===== src/logic/fault_diag_pkg.sv =====
package fault_diag_pkg;

  localparam int          NUM_CH        = 8;
  localparam int          CLK_MHZ       = 200;
  localparam int          BLANK_US      = 4000;
  localparam int          BLANK_LONG_US = 8000;
  localparam int          AVG_US        = 4000;
  localparam int          OC_FILT_NS    = 54000;
  localparam int          BLANK_CYC     = BLANK_US * CLK_MHZ;
  localparam int          BLANK_L_CYC   = BLANK_LONG_US * CLK_MHZ;
  localparam int          AVG_CYC       = AVG_US * CLK_MHZ;
  localparam int          OC_FILT_CYC   = (OC_FILT_NS * CLK_MHZ + 999) / 1000;
  localparam int          TMR_W         = 24;
  localparam logic [1:0]  THR_FORCED    = 2'h0;

  // Summary bit positions.
  localparam int          SUM_OVL       = 0;
  localparam int          SUM_CL        = 1;
  localparam int          SUM_OWON      = 2;
  localparam int          SUM_OWOFF     = 3;
  localparam int          SUM_SHT       = 4;
  localparam int          SUM_SUPPLY    = 5;
  localparam int          SUM_WARN      = 6;
  localparam int          SUM_COM       = 7;

  typedef enum logic [1:0] {
    REG_OVL,
    REG_CL,
    REG_OWON,
    REG_OWOFF
  } unused_sel_t;

  typedef struct packed {
    logic [7:0] overload;
    logic [7:0] current_limit;
    logic [7:0] open_wire_on;
    logic [7:0] open_wire_off;
    logic [7:0] short_supply;
  } chan_vec_t;

  typedef struct packed {
    logic chip_thermal_shutdown_flag;
    logic internal_supply_low_flag;
    logic aux_supply_lockout_flag;
    logic supply_lockout_flag;
    logic supply_not_good_flag;
    logic supply_warning;
    logic watchdog_timeout;
    logic sync_stuck_low;
    logic spi_frame_error;
  } global_raw_t;

  typedef struct packed {
    logic summary;
    logic ovl;
    logic cl;
    logic owon;
    logic owoff;
    logic sht;
    logic global_err;
  } read_strobe_t;

  typedef struct packed {
    logic overload_mask;
    logic current_limit_mask;
    logic open_wire_on_mask;
    logic open_wire_off_mask;
    logic short_supply_mask;
    logic supply_error_mask;
    logic supply_warning_mask;
    logic communication_error_mask;
  } mask_t;

endpackage


===== src/logic/chan_timer.sv =====
`timescale 1ns/1ps
module chan_timer
  import fault_diag_pkg::*;
#(
  parameter int BLANK = BLANK_CYC,
  parameter int BLANK_L = BLANK_L_CYC,
  parameter int AVG = AVG_CYC
) (
  input  wire logic i_clk,
  input  wire logic i_rst,
  input  wire logic i_switch,
  input  wire logic i_long_blank,
  input  wire logic i_ow_on_raw,
  input  wire logic i_ow_off_raw,
  input  wire logic i_sht_raw,
  output logic      o_update,
  output logic      o_ow_on,
  output logic      o_ow_off,
  output logic      o_sht,
  output logic      o_toggle
);

  typedef enum logic [1:0] {ST_BLANK, ST_AVG, ST_RUN} phase_t;

  phase_t           phase_q;
  logic             sw_q;
  logic [TMR_W-1:0] cnt_q;
  logic [TMR_W-1:0] on_q;
  logic [TMR_W-1:0] off_q;
  logic [TMR_W-1:0] sht_q;
  logic             toggle;
  logic [TMR_W-1:0] blank_end;

  assign toggle    = i_switch != sw_q;
  assign o_toggle  = toggle;
  assign blank_end = i_long_blank ? TMR_W'(BLANK_L - 1) : TMR_W'(BLANK - 1);

  always_ff @(posedge i_clk or posedge i_rst) begin
    if (i_rst) begin
      sw_q <= 1'b0;
    end else begin
      sw_q <= i_switch;
    end
  end

  // ----------------------------------------------------------------------
  // Blanking then averaging after every switching instant.
  // ----------------------------------------------------------------------
  always_ff @(posedge i_clk or posedge i_rst) begin
    if (i_rst) begin
      phase_q  <= ST_BLANK;
      cnt_q    <= '0;
      on_q     <= '0;
      off_q    <= '0;
      sht_q    <= '0;
      o_update <= 1'b0;
      o_ow_on  <= 1'b0;
      o_ow_off <= 1'b0;
      o_sht    <= 1'b0;
    end else begin
      o_update <= 1'b0;
      if (toggle) begin
        // Previous-state results are stale once the switch moves.
        phase_q  <= ST_BLANK;
        cnt_q    <= '0;
        on_q     <= '0;
        off_q    <= '0;
        sht_q    <= '0;
        o_ow_on  <= 1'b0;
        o_ow_off <= 1'b0;
        o_sht    <= 1'b0;
      end else begin
        case (phase_q)
          ST_BLANK: begin
            cnt_q <= cnt_q + 1'b1;
            if (cnt_q >= blank_end) begin
              phase_q <= ST_AVG;
              cnt_q   <= '0;
            end
          end
          ST_AVG, ST_RUN: begin
            cnt_q <= cnt_q + 1'b1;
            on_q  <= on_q + TMR_W'(i_ow_on_raw);
            off_q <= off_q + TMR_W'(i_ow_off_raw);
            sht_q <= sht_q + TMR_W'(i_sht_raw);
            if (cnt_q == TMR_W'(AVG - 1)) begin
              // Majority over the window; a new window starts at once.
              o_ow_on  <= on_q >= TMR_W'(AVG / 2);
              o_ow_off <= off_q >= TMR_W'(AVG / 2);
              o_sht    <= sht_q >= TMR_W'(AVG / 2);
              o_update <= 1'b1;
              phase_q  <= ST_RUN;
              cnt_q    <= '0;
              on_q     <= '0;
              off_q    <= '0;
              sht_q    <= '0;
            end
          end
          default: phase_q <= ST_BLANK;
        endcase
      end
    end
  end

endmodule


===== src/logic/output_fault_diagnostics.sv =====
`timescale 1ns/1ps
module output_fault_diagnostics
  import fault_diag_pkg::*;
#(
  parameter int BLANK = BLANK_CYC,
  parameter int BLANK_L = BLANK_L_CYC,
  parameter int AVG = AVG_CYC,
  parameter int OC_FILT = OC_FILT_CYC
) (
  input  wire logic              i_clk,
  input  wire logic              i_rst,
  input  wire logic [NUM_CH-1:0] i_switch_on,
  input  wire logic [NUM_CH-1:0] i_lamp_detect,
  input  wire logic [NUM_CH-1:0] i_overload_raw,
  input  wire logic [NUM_CH-1:0] i_overcurrent_raw,
  input  wire logic [NUM_CH-1:0] i_below_current_threshold,
  input  wire logic [NUM_CH-1:0] i_above_open_voltage,
  input  wire logic [NUM_CH-1:0] i_above_short_threshold,
  input  wire logic [NUM_CH-1:0] i_open_wire_on_enable,
  input  wire logic [NUM_CH-1:0] i_open_wire_off_enable,
  input  wire logic [NUM_CH-1:0] i_short_detect_enable,
  input  wire logic              i_long_blank,
  input  wire logic              i_fault_latch_enable,
  input  wire logic              i_short_threshold_select_low,
  input  wire logic              i_short_threshold_select_high,
  input  wire logic              i_supply_good,
  input  wire global_raw_t       i_global_raw,
  input  wire logic [1:0]        i_watchdog_timeout_field,
  input  wire logic              i_sync_watchdog_enable,
  input  wire logic              i_address_low_watchdog_pin,
  input  wire logic              i_address_high_sync_watchdog_pin,
  input  wire logic              i_crc_enable_pin,
  input  wire logic              i_chain_select_pin,
  input  wire mask_t             i_mask,
  input  wire read_strobe_t      i_read,
  input  wire logic              i_spi_cycle_done,
  output chan_vec_t              o_chan_faults,
  output logic [7:0]             o_summary,
  output logic [8:0]             o_global_error_register,
  output logic                   o_short_supply_global_fault,
  output logic [NUM_CH-1:0]      o_open_load_pullup_source,
  output logic [1:0]             o_short_threshold,
  output logic                   o_outputs_off,
  output logic                   o_fault_n_out,
  output logic                   o_fault_n_oe
);

  // ----------------------------------------------------------------------
  // Pin synchronisers.
  // ----------------------------------------------------------------------
  logic [3:0] pin_meta_q;
  logic [3:0] pin_q;
  logic       daisy;
  logic       wd_pin;
  logic       swd_pin;
  logic       crc_pin;

  always_ff @(posedge i_clk or posedge i_rst) begin
    if (i_rst) begin
      pin_meta_q <= '0;
      pin_q      <= '0;
    end else begin
      pin_meta_q <= {i_chain_select_pin, i_address_low_watchdog_pin,
                     i_address_high_sync_watchdog_pin, i_crc_enable_pin};
      pin_q      <= pin_meta_q;
    end
  end

  assign daisy   = pin_q[3];
  assign wd_pin  = pin_q[2];
  assign swd_pin = pin_q[1];
  assign crc_pin = pin_q[0];

  // ----------------------------------------------------------------------
  // Short threshold and pull-up sources.
  // ----------------------------------------------------------------------
  always_ff @(posedge i_clk or posedge i_rst) begin
    if (i_rst) begin
      o_short_threshold         <= THR_FORCED;
      o_open_load_pullup_source <= '0;
    end else begin
      o_short_threshold <= i_supply_good ?
          {i_short_threshold_select_high, i_short_threshold_select_low} : THR_FORCED;
      o_open_load_pullup_source <= i_open_wire_off_enable & ~i_switch_on;
    end
  end

  // ----------------------------------------------------------------------
  // Per-channel raw detection.
  // ----------------------------------------------------------------------
  chan_vec_t        det;
  logic [NUM_CH-1:0] upd;
  logic [NUM_CH-1:0] ow_on_av;
  logic [NUM_CH-1:0] ow_off_av;
  logic [NUM_CH-1:0] sht_av;
  logic [NUM_CH-1:0] ovl_filt_q;
  logic [NUM_CH-1:0] cl_filt_q;
  logic [15:0]       ovl_cnt_q [NUM_CH];
  logic [15:0]       cl_cnt_q  [NUM_CH];

  for (genvar c = 0; c < NUM_CH; c++) begin : g_ch
    chan_timer #(
      .BLANK   (BLANK),
      .BLANK_L (BLANK_L),
      .AVG     (AVG)
    ) u_timer (
      .i_clk        (i_clk),
      .i_rst        (i_rst),
      .i_switch     (i_switch_on[c]),
      .i_long_blank (i_long_blank),
      .i_ow_on_raw  (i_switch_on[c] & i_below_current_threshold[c]),
      .i_ow_off_raw (~i_switch_on[c] & i_above_open_voltage[c]
                     & ~i_above_short_threshold[c]),
      .i_sht_raw    (~i_switch_on[c] & i_above_short_threshold[c]),
      .o_update     (upd[c]),
      .o_ow_on      (ow_on_av[c]),
      .o_ow_off     (ow_off_av[c]),
      .o_sht        (sht_av[c]),
      .o_toggle     ()
    );

    // Filter without blanking; the lamp interval resets the count.
    always_ff @(posedge i_clk or posedge i_rst) begin
      if (i_rst) begin
        ovl_cnt_q[c]  <= '0;
        cl_cnt_q[c]   <= '0;
        ovl_filt_q[c] <= 1'b0;
        cl_filt_q[c]  <= 1'b0;
      end else begin
        if (!i_overload_raw[c] || i_lamp_detect[c]) begin
          ovl_cnt_q[c]  <= '0;
          ovl_filt_q[c] <= 1'b0;
        end else if (ovl_cnt_q[c] == 16'(OC_FILT - 1)) begin
          ovl_filt_q[c] <= 1'b1;
        end else begin
          ovl_cnt_q[c] <= ovl_cnt_q[c] + 16'h0001;
        end
        if (!i_overcurrent_raw[c] || i_lamp_detect[c]) begin
          cl_cnt_q[c]  <= '0;
          cl_filt_q[c] <= 1'b0;
        end else if (cl_cnt_q[c] == 16'(OC_FILT - 1)) begin
          cl_filt_q[c] <= 1'b1;
        end else begin
          cl_cnt_q[c] <= cl_cnt_q[c] + 16'h0001;
        end
      end
    end
  end

  assign det.overload      = ovl_filt_q & ~i_lamp_detect;
  assign det.current_limit = cl_filt_q & ~i_lamp_detect;
  assign det.open_wire_on  = ow_on_av & i_open_wire_on_enable;
  assign det.open_wire_off = ow_off_av & i_open_wire_off_enable;
  assign det.short_supply  = sht_av & i_short_detect_enable;

  // ----------------------------------------------------------------------
  // Per-channel register bits, latched or real-time.
  // ----------------------------------------------------------------------
  chan_vec_t   flags_q;
  logic        latched;
  logic [4:0]  rd_reg;

  assign latched = i_fault_latch_enable;
  // In daisy mode every completed SPI cycle acts as a read of all registers.
  assign rd_reg  = daisy ? {5{i_spi_cycle_done}} :
                   {i_read.ovl, i_read.cl, i_read.owon, i_read.owoff, i_read.sht};

  function automatic logic [NUM_CH-1:0] next_bits(
    input logic [NUM_CH-1:0] cur,
    input logic [NUM_CH-1:0] now,
    input logic              rd
  );
    if (!latched) begin
      next_bits = now;
    end else begin
      // Set wins over the read clear; a live cause keeps the bit.
      next_bits = now | (rd ? '0 : cur);
    end
  endfunction

  always_ff @(posedge i_clk or posedge i_rst) begin
    if (i_rst) begin
      flags_q <= '0;
    end else begin
      flags_q.overload      <= next_bits(flags_q.overload, det.overload, rd_reg[4]);
      flags_q.current_limit <= next_bits(flags_q.current_limit, det.current_limit,
                                         rd_reg[3]);
      flags_q.open_wire_on  <= next_bits(flags_q.open_wire_on, det.open_wire_on,
                                         rd_reg[2]);
      flags_q.open_wire_off <= next_bits(flags_q.open_wire_off, det.open_wire_off,
                                         rd_reg[1]);
      flags_q.short_supply  <= next_bits(flags_q.short_supply, det.short_supply,
                                         rd_reg[0]);
    end
  end

  assign o_chan_faults = flags_q;

  // ----------------------------------------------------------------------
  // Global errors.
  // ----------------------------------------------------------------------
  logic [8:0] gnow;
  logic [8:0] glob_q;
  logic       wd_en;
  logic       sync_en;

  assign wd_en   = daisy ? wd_pin : (i_watchdog_timeout_field != 2'h0);
  assign sync_en = daisy ? swd_pin : i_sync_watchdog_enable;
  assign gnow = {i_global_raw.chip_thermal_shutdown_flag,
                 i_global_raw.internal_supply_low_flag,
                 i_global_raw.aux_supply_lockout_flag,
                 i_global_raw.supply_lockout_flag,
                 i_global_raw.supply_not_good_flag,
                 i_global_raw.supply_warning,
                 i_global_raw.watchdog_timeout & wd_en,
                 i_global_raw.sync_stuck_low & sync_en,
                 i_global_raw.spi_frame_error & crc_pin};

  always_ff @(posedge i_clk or posedge i_rst) begin
    if (i_rst) begin
      glob_q <= '0;
    end else if (latched || !daisy) begin
      glob_q <= gnow | ((rd_reg != '0 && daisy) || i_read.global_err ? '0 : glob_q);
    end else begin
      glob_q <= gnow;
    end
  end

  always_ff @(posedge i_clk or posedge i_rst) begin
    if (i_rst) begin
      o_global_error_register     <= '0;
      o_short_supply_global_fault <= 1'b0;
      o_outputs_off               <= 1'b0;
    end else begin
      o_global_error_register     <= glob_q;
      o_short_supply_global_fault <= |flags_q.short_supply;
      o_outputs_off               <= i_global_raw.supply_lockout_flag;
    end
  end

  // ----------------------------------------------------------------------
  // Summary and fault pin.
  // ----------------------------------------------------------------------
  logic [7:0] sum;
  logic [7:0] mvec;
  logic [7:0] sum_q;
  logic       pending_q;

  always_comb begin
    sum            = '0;
    sum[SUM_OVL]   = |flags_q.overload;
    sum[SUM_CL]    = |flags_q.current_limit;
    sum[SUM_OWON]  = |flags_q.open_wire_on;
    sum[SUM_OWOFF] = |flags_q.open_wire_off;
    sum[SUM_SHT]   = |flags_q.short_supply;
    sum[SUM_SUPPLY] = glob_q[5] | glob_q[6] | glob_q[7] | glob_q[8];
    sum[SUM_WARN]  = glob_q[4] | glob_q[3];
    sum[SUM_COM]   = |glob_q[2:0];
  end

  assign mvec = {i_mask.communication_error_mask, i_mask.supply_warning_mask,
                 i_mask.supply_error_mask, i_mask.short_supply_mask,
                 i_mask.open_wire_off_mask, i_mask.open_wire_on_mask,
                 i_mask.current_limit_mask, i_mask.overload_mask};

  // A new unmasked fault wins over a summary read in the same cycle.
  always_ff @(posedge i_clk or posedge i_rst) begin
    if (i_rst) begin
      pending_q <= 1'b0;
    end else if (!latched || daisy) begin
      pending_q <= 1'b0;
    end else if ((sum & ~mvec & ~sum_q) != '0) begin
      pending_q <= 1'b1;
    end else if (i_read.summary) begin
      pending_q <= 1'b0;
    end
  end

  always_ff @(posedge i_clk or posedge i_rst) begin
    if (i_rst) begin
      sum_q         <= '0;
      o_summary     <= '0;
      o_fault_n_out <= 1'b0;
      o_fault_n_oe  <= 1'b0;
    end else begin
      sum_q         <= sum;
      o_summary     <= sum;
      // Open drain: output value is always low, only the enable moves.
      o_fault_n_out <= 1'b0;
      o_fault_n_oe  <= ((sum & ~mvec) != '0) || pending_q;
    end
  end

  property p_pin_follows;
    @(posedge i_clk) disable iff (i_rst)
      ((sum & ~mvec) != '0) |=> o_fault_n_oe;
  endproperty
  a_pin_follows: assert property (p_pin_follows) else $error("fault pin not driven");

  property p_lockout_off;
    @(posedge i_clk) disable iff (i_rst)
      i_global_raw.supply_lockout_flag |=> o_outputs_off;
  endproperty
  a_lockout_off: assert property (p_lockout_off) else $error("outputs not off");

  property p_summary_or;
    @(posedge i_clk) disable iff (i_rst)
      1'b1 |=> o_summary[SUM_OVL] == ($past(flags_q.overload) != '0);
  endproperty
  a_summary_or: assert property (p_summary_or) else $error("summary not OR");

  property p_realtime;
    @(posedge i_clk) disable iff (i_rst)
      !latched |=> flags_q.overload == $past(det.overload);
  endproperty
  a_realtime: assert property (p_realtime) else $error("flag not real-time");

  property p_latch_hold;
    @(posedge i_clk) disable iff (i_rst)
      (latched && flags_q.overload[0] && !rd_reg[4]) |=> flags_q.overload[0];
  endproperty
  a_latch_hold: assert property (p_latch_hold) else $error("latched bit lost");

  property p_lamp;
    @(posedge i_clk) disable iff (i_rst)
      (i_lamp_detect[0] && !flags_q.overload[0] && !flags_q.current_limit[0])
        |=> !flags_q.overload[0] && !flags_q.current_limit[0];
  endproperty
  a_lamp: assert property (p_lamp) else $error("lamp interval set bit");

  property p_sht_off_only;
    @(posedge i_clk) disable iff (i_rst)
      i_switch_on[0] |-> ##1 !(upd[0] && sht_av[0]) || !$past(i_switch_on[0]);
  endproperty
  a_sht_off_only: assert property (p_sht_off_only) else $error("short while on");

  property p_threshold;
    @(posedge i_clk) disable iff (i_rst)
      !i_supply_good |=> o_short_threshold == THR_FORCED;
  endproperty
  a_threshold: assert property (p_threshold) else $error("threshold not forced");

endmodule


===== config.mk =====
export PLATFORM = sky130hd
export DESIGN_NAME = output_fault_diagnostics
export DESIGN_NICKNAME = d
export VERILOG_FILES = /design/src/logic/fault_diag_pkg.sv /design/src/logic/chan_timer.sv /design/src/logic/output_fault_diagnostics.sv
export SDC_FILE = /design/constraint.sdc
export NUM_CORES = 2
export LEC_CHECK = 0
export ABC_AREA = 0
export BUFFER_PORTS_ARGS = -buffer_cell sky130_fd_sc_hd__buf_2
export CORE_UTILIZATION = 55
export DETAILED_ROUTE_END_ITERATION = 7
export GPL_ROUTABILITY_DRIVEN = 0
export MAX_ROUTING_LAYER = met4
export PLACE_DENSITY = 0.72
export RECOVER_POWER = 50
export SETUP_SLACK_MARGIN = 0.2
export SLEW_MARGIN = 20
export SYNTH_ARGS = -nofsm -noshare
export SYNTH_HDL_FRONTEND = slang
export SYNTH_SLANG_ARGS = --single-unit

===== constraint.sdc =====
create_clock -name i_clk -period 66 [get_ports i_clk]
set_clock_uncertainty 0.05 [all_clocks]
set_input_delay 6.6 -clock i_clk [delete_from_list [all_inputs] [get_ports i_clk]]
set_output_delay 6.6 -clock i_clk [all_outputs]
set_load 0.03 [all_outputs]

==> Word-level counts from Yosys, hierarchy flattened <==
Cells that the tools add are included.
W data, S select, Z words.
{ "totals": {"reg_bits": 1176, "input_bits": 119, "output_inout_bits": 71, "word_cells": 767} }
{ "op_classes": {"n_addsub": 48, "n_lt_le_gt_ge": 32, "eq_ne": 80, "n_mux": 292, "bitwise_logic": 73, "reduce_logical": 122} }
{ "op_table": {"columns": ["operator", "n"], "rows": [
  ["$mux W24", 96],
  ["$add A24 B1 Y24", 24],
  ["$ge A24 B19 Y1 const B", 24],
  ["$mux W16", 32],
  ["$pmux W24 S2", 8],
  ["$add A16 B1 Y16 const B", 16],
  ["$eq A16 B14 Y1 const B", 16],
  ["$add A24 B1 Y24 const B", 8],
  ["$eq A24 B20 Y1 const B", 8],
  ["$ge A24 B24 Y1", 7],
  ["$mux W1", 109],
  ["$mux W8", 10],
  ["$reduce_bool A2 Y1", 33],
  ["$and A8 B8 Y8", 8],
  ["$mux W2", 25],
  ["$ne A3 B1 Y1 const B", 16],
  ["$or A8 B8 Y8", 5],
  ["$reduce_or A8 Y1", 5],
  ["$and A1 B1 Y1", 35],
  ["$ne A2 B2 Y1 const B", 16],
  ["$not A8 Y8", 4],
  ["$pmux W2 S2", 8],
  ["$reduce_and A2 Y1", 16],
  ["$reduce_bool A3 Y1", 9],
  ["other kinds (18)", 109]
]} }

==> Logic depth before layout (Yosys ltp) <==
{ "depth": {"depth_word": 8, "ltp_mapped": 11, "mapped_depth_nobuf": 10} }

==> Cells and area by module <==
Synthesis repeated with hierarchy kept, for this count alone.
{ "hier_totals": {"hier_cells": 6956, "area_unflattened_um2": 63435.8} }
{ "modules_own_cells": {"columns": ["mod", "n_inst", "cells_each", "area_each_um2", "seq_area_each_um2"], "rows": [
  ["chan_timer at g_ch[0].u_timer ...", 7, 664, 5826.8, 2577.5],
  ["output_fault_diagnostics", 1, 1641, 16689.8, 8983.6],
  ["chan_timer at g_ch[6].u_timer", 1, 667, 5958.2, 2577.5]
]} }

==> Worst setup path before layout <==
Ideal clock, no wire load.
{ "synth_path": {"path_kind": "input to register", "from": "input i_long_blank", "to": "register g_ch[7].u_timer.cnt_q[8]", "setup_ns": 0.121, "t_arrival_ns": 9.027, "required_ns": 65.829, "path_slack_ns": 56.802, "path_stages": 8, "n_path_buf": 0, "path_cell_list": "inv_1 -> ha_1 -> nand2_1 -> or4_1 -> a311oi_2 -> o31a_2 -> o21ai_0 -> a22o_1"} }
{ "synth_via": {"elab_chain_len": 5} }
{ "synth_lines": {"columns": ["item", "line_no", "text"], "rows": [
  ["start, declared", "output_fault_diagnostics.sv:22", "input wire logic i_long_blank,"],
  ["$mux W21", "chan_timer.sv:36", "assign blank_end = i_long_blank ? TMR_W'(BLANK_L - 1) : TMR_W'(BLANK - 1);"],
  ["$ge A24 B21 Y1", "chan_timer.sv:76", "if (cnt_q >= blank_end) begin"],
  ["$mux W24", "chan_timer.sv:76", null],
  ["$pmux W24 S2", "chan_timer.sv:73", "case (phase_q)"],
  ["$mux W24", "chan_timer.sv:62", "if (toggle) begin"],
  ["end signal, assigned", "chan_timer.sv:75", "cnt_q <= cnt_q + 1'b1;"],
  ["end signal, assigned", "chan_timer.sv:82", "cnt_q <= cnt_q + 1'b1;"],
  ["end, declared", "chan_timer.sv:27", "logic [TMR_W-1:0] cnt_q;"]
]} }
Every way passes these cells.
A chain may end at the register's enable or synchronous reset.

==> impl_metrics.yaml <==
logic_synthesis:
  yosysSeqAreaShare: 0.482
  netlist_instances: 6839
  syn_nets: 7110
  yosys_warnings: 0
  syn_area_per_cell_sq_um: 8.92
  async_reset_ff_frac: 1.00
  synth_cell_type_count: 78
  synth-edff-count: 0
  syn_area_sq_um: 61000
  yosys_register_bits: 1175
  synth_ff_type: "dfrtp_1"
sta:
  hold_ws_ns: 0.299
  hold_violations: 0
  fin_crit_sh: 0.267
  fin_crit_ns: 17.61
  setup_viol: 0
  max_freq_ghz: 0.0568
  rsz0062_at_grt: "false"
  fin_setup_tns_ns: 0
  tightestPinTransition_ns: 8.87
  slew_violations: 1385
  max_slew_margin: -4.91
clock_tree:
  cts_buffers: 131
  htree_num_levels: 4
  path_clk_slew_ns: 0.05
  cts-root-buf: "clkbuf_16"
  cts_tree: "built"
  insertion_delay_ns: 0.75
  postCtsSetupBuffers: 0
  cts_num_sinks: 1175
  clockBufferDepth: 3
  cts_resized: 0
  cts_hold_buffers: 0
setup_path:
  crit_required_ns: 64.57
  r2r_end: "g_ch[4].u_timer.cnt_q[15]$_DFFE_PP0P_"
  reg2reg_from: "g_ch[4].u_timer.cnt_q[11]$_DFFE_PP0P_"
  end_kind: "asynchronous set/reset pin"
  worst_r2r_path_depth: 8
  worstPathMaxFanout: 171
  path_class: "input pin to asynchronous set/reset pin"
  rrSetupSlack_ns: 60.49
  critPathArrivalTime_ns: 16.17
  cp-start-kind: "input pin"
placement:
  place_hpwl_microns: 92300
  place_area_sq_um: 63300
  portBuffers: 188
global_route:
  grt_overflow: 0
  grt_pass1_wl_microns: 239000
  grt_max_degree: 176
  grtUsageTotal: 0.260
  grt_pass1_vias: 48176
  antenna_found_initial: 9
power:
  power.leakage_nw: 28.8
  max-vdd-ir-drop_mv: 0.0232
  p_int_w: 0.00122
  clkPwrFrac: 0.463
  combPwrFrac: 0.087
  pwr-share-seq: 0.451
  pwr_density_cell_nw_per_um2: 24.3
  p_sw_w: 0.000421
  swShare: 0.257
detailed_routing:
  drtAntennaViolNets: 0
  routedWlPerCell_microns: 16.6
  drtPass1Iterations: 8
  first_iter_violations: 4049
  drt-total-wl_microns: 142000
  viasPerCell: 6.02
  num_vias: 51312
  route.detailed.drc: 0
floorplanning:
  num_rows: 121
  dieArea_sq_um: 112000
  die_w_microns: 335
  core_sq_um: 109000
  ios: 190
  fp.dieH_microns: 335
  start_util: 0.558
hold_path:
  min_to: "pin_q[2]$_DFF_PP0_"
  min_from: "pin_meta_q[2]$_DFF_PP0_"
  hold_depth: 0
  hold_class: "flop to flop"
cells_and_area:
  mostFrequentLayoutCells: "dfrtp_1 (1175), nand2_1 (940), o21ai_0 (918)"
  final_common_cell: "dfrtp_1"
  area_growth_pct: 10.8
  finalInstanceArea_sq_um: 67600
  fillerInstances: 9330
  fin_nets: 7211
  drive_gt1_frac: 0.0575
  final_util: 0.618
run_status:
  violations: "max-capacitance violations, max-slew violations"
  status: "complete, but fails checks"
run:
  maxCapViolCount: 25
-- cells by family after synthesis --
logic type | synth area share
AO/OA/AOI/OAI | 0.167
XOR/XNOR | 0.0473
adder cells (fa/ha/maj) | 0.0312
buffers and inverters | 0.0246
flip-flops | 0.482
multiplexers | 0.00466
other | 0.0000615
AND/OR/NAND/NOR | 0.243
-- power groups by stage --
stage | sequential, W | combinational (W) | clock [W]
global placement | 0.000751 | 0.000141 | 0
CTS | 0.000738 | 0.000144 | 0.000776
detailed placement | 0.000751 | 0.000143 | 0
floorplan | 0.000752 | 0.0000998 | 0
finish | 0.000739 | 0.000143 | 0.000758
global route | 0.000740 | 0.000161 | 0.000803
-- layout make-up --
cell class / instances / area [sq um] / area share
Antenna cell: 6 / 15.0 / 0.000222
Clock buffer: 172 / 3660 / 0.0542
Clock inverter: 64 / 862 / 0.0128
Inverter: 110 / 414 / 0.00613
Multi-Input combinational cell: 5275 / 30200 / 0.447
Sequential cell: 1175 / 29400 / 0.435
Tap cell: 1476 / 1850 / 0.0273
Timing Repair Buffer: 247 / 1170 / 0.0174
-- state kept, by name, summed over array words and instances (netlist names) --
signal and cells:
glob_q 9, g_ch.u_timer.on_q 192, pin_meta_q 4, g_ch.u_timer.o_ow_on 8, o_fault_n_oe 1, o_chan_faults 40, cl_cnt_q 128, o_open_load_pullup_source 8
g_ch.u_timer.cnt_q 192, cl_filt_q 8, g_ch.u_timer.sw_q 8, g_ch.u_timer.phase_q 16, g_ch.u_timer.sht_q 192, g_ch.u_timer.off_q 192, pin_q 4, ovl_filt_q 8
ovl_cnt_q 128, sum_q 8, o_global_error_register 9, o_outputs_off 1, g_ch.u_timer.o_sht 8, g_ch.u_timer.o_ow_off 8, pending_q 1, o_short_threshold 2
-- critical path, cell delays in order --
cell,delay [ns]
buf_2,0.10
clkinvlp_2,2.74
clkbuf_1,6.22
-- per-layer routing --
layer / GRT usage / vias up / share of wire
met5: - / - / 0
met4: 0.0683 / 0 / 0.019
met3: 0.0332 / 191 / 0.048
met2: 0.397 / 1149 / 0.46
met1: 0.368 / 24987 / 0.48
li1: - / 24985 / -
-- metrics by stage --
stage               total power (W)  setup slack (ns)  instances
detailed placement         0.000895             55.09       8283
CTS                         0.00166             55.90       8519
global route                0.00170             45.90       8524
global placement           0.000892             55.09       8283
finish                      0.00164             48.39       8525
floorplan                  0.000852             26.25       6839
-- worst max path at each step --
stage	startpoint	end	slack [ns]
final	i_rst	g_ch[7].u_timer.on_q[11]$_DFFE_PP0P_	48.39
after detailed placement	i_rst	ovl_cnt_q[19]$_DFFE_PP0P_	55.09
after floorplan	i_rst	cl_cnt_q[0]$_DFFE_PP0P_	26.25
after global placement	i_rst	ovl_cnt_q[19]$_DFFE_PP0P_	55.09
after CTS	i_rst	cl_cnt_q[119]$_DFFE_PP0P_	55.90
after global routing	i_rst	g_ch[7].u_timer.on_q[0]$_DFFE_PP0P_	45.90
-- cells in the mapped netlist, types with 62 or more instances --
master    instances  area share
a21oi_1         216       0.018
and2_1           75      0.0077
and4_1           62      0.0089
ha_1            152       0.031
a22o_1           96       0.014
nor2_1          644       0.040
and3_1          219       0.022
o21ai_0         918       0.075
nand4_1         248       0.025
xor2_1          231       0.033
nand2_1         941       0.058
o31ai_1          80      0.0099
nor3_1          132       0.011
xnor2_1          98       0.014
nor4_1           92      0.0094
nand3_1         332       0.027
dfrtp_1        1175        0.48
inv_1           110      0.0068
clkbuf_1        253       0.016
or3_1            77      0.0079
a31oi_1         205       0.021
(Power assumes the default switching activity.)
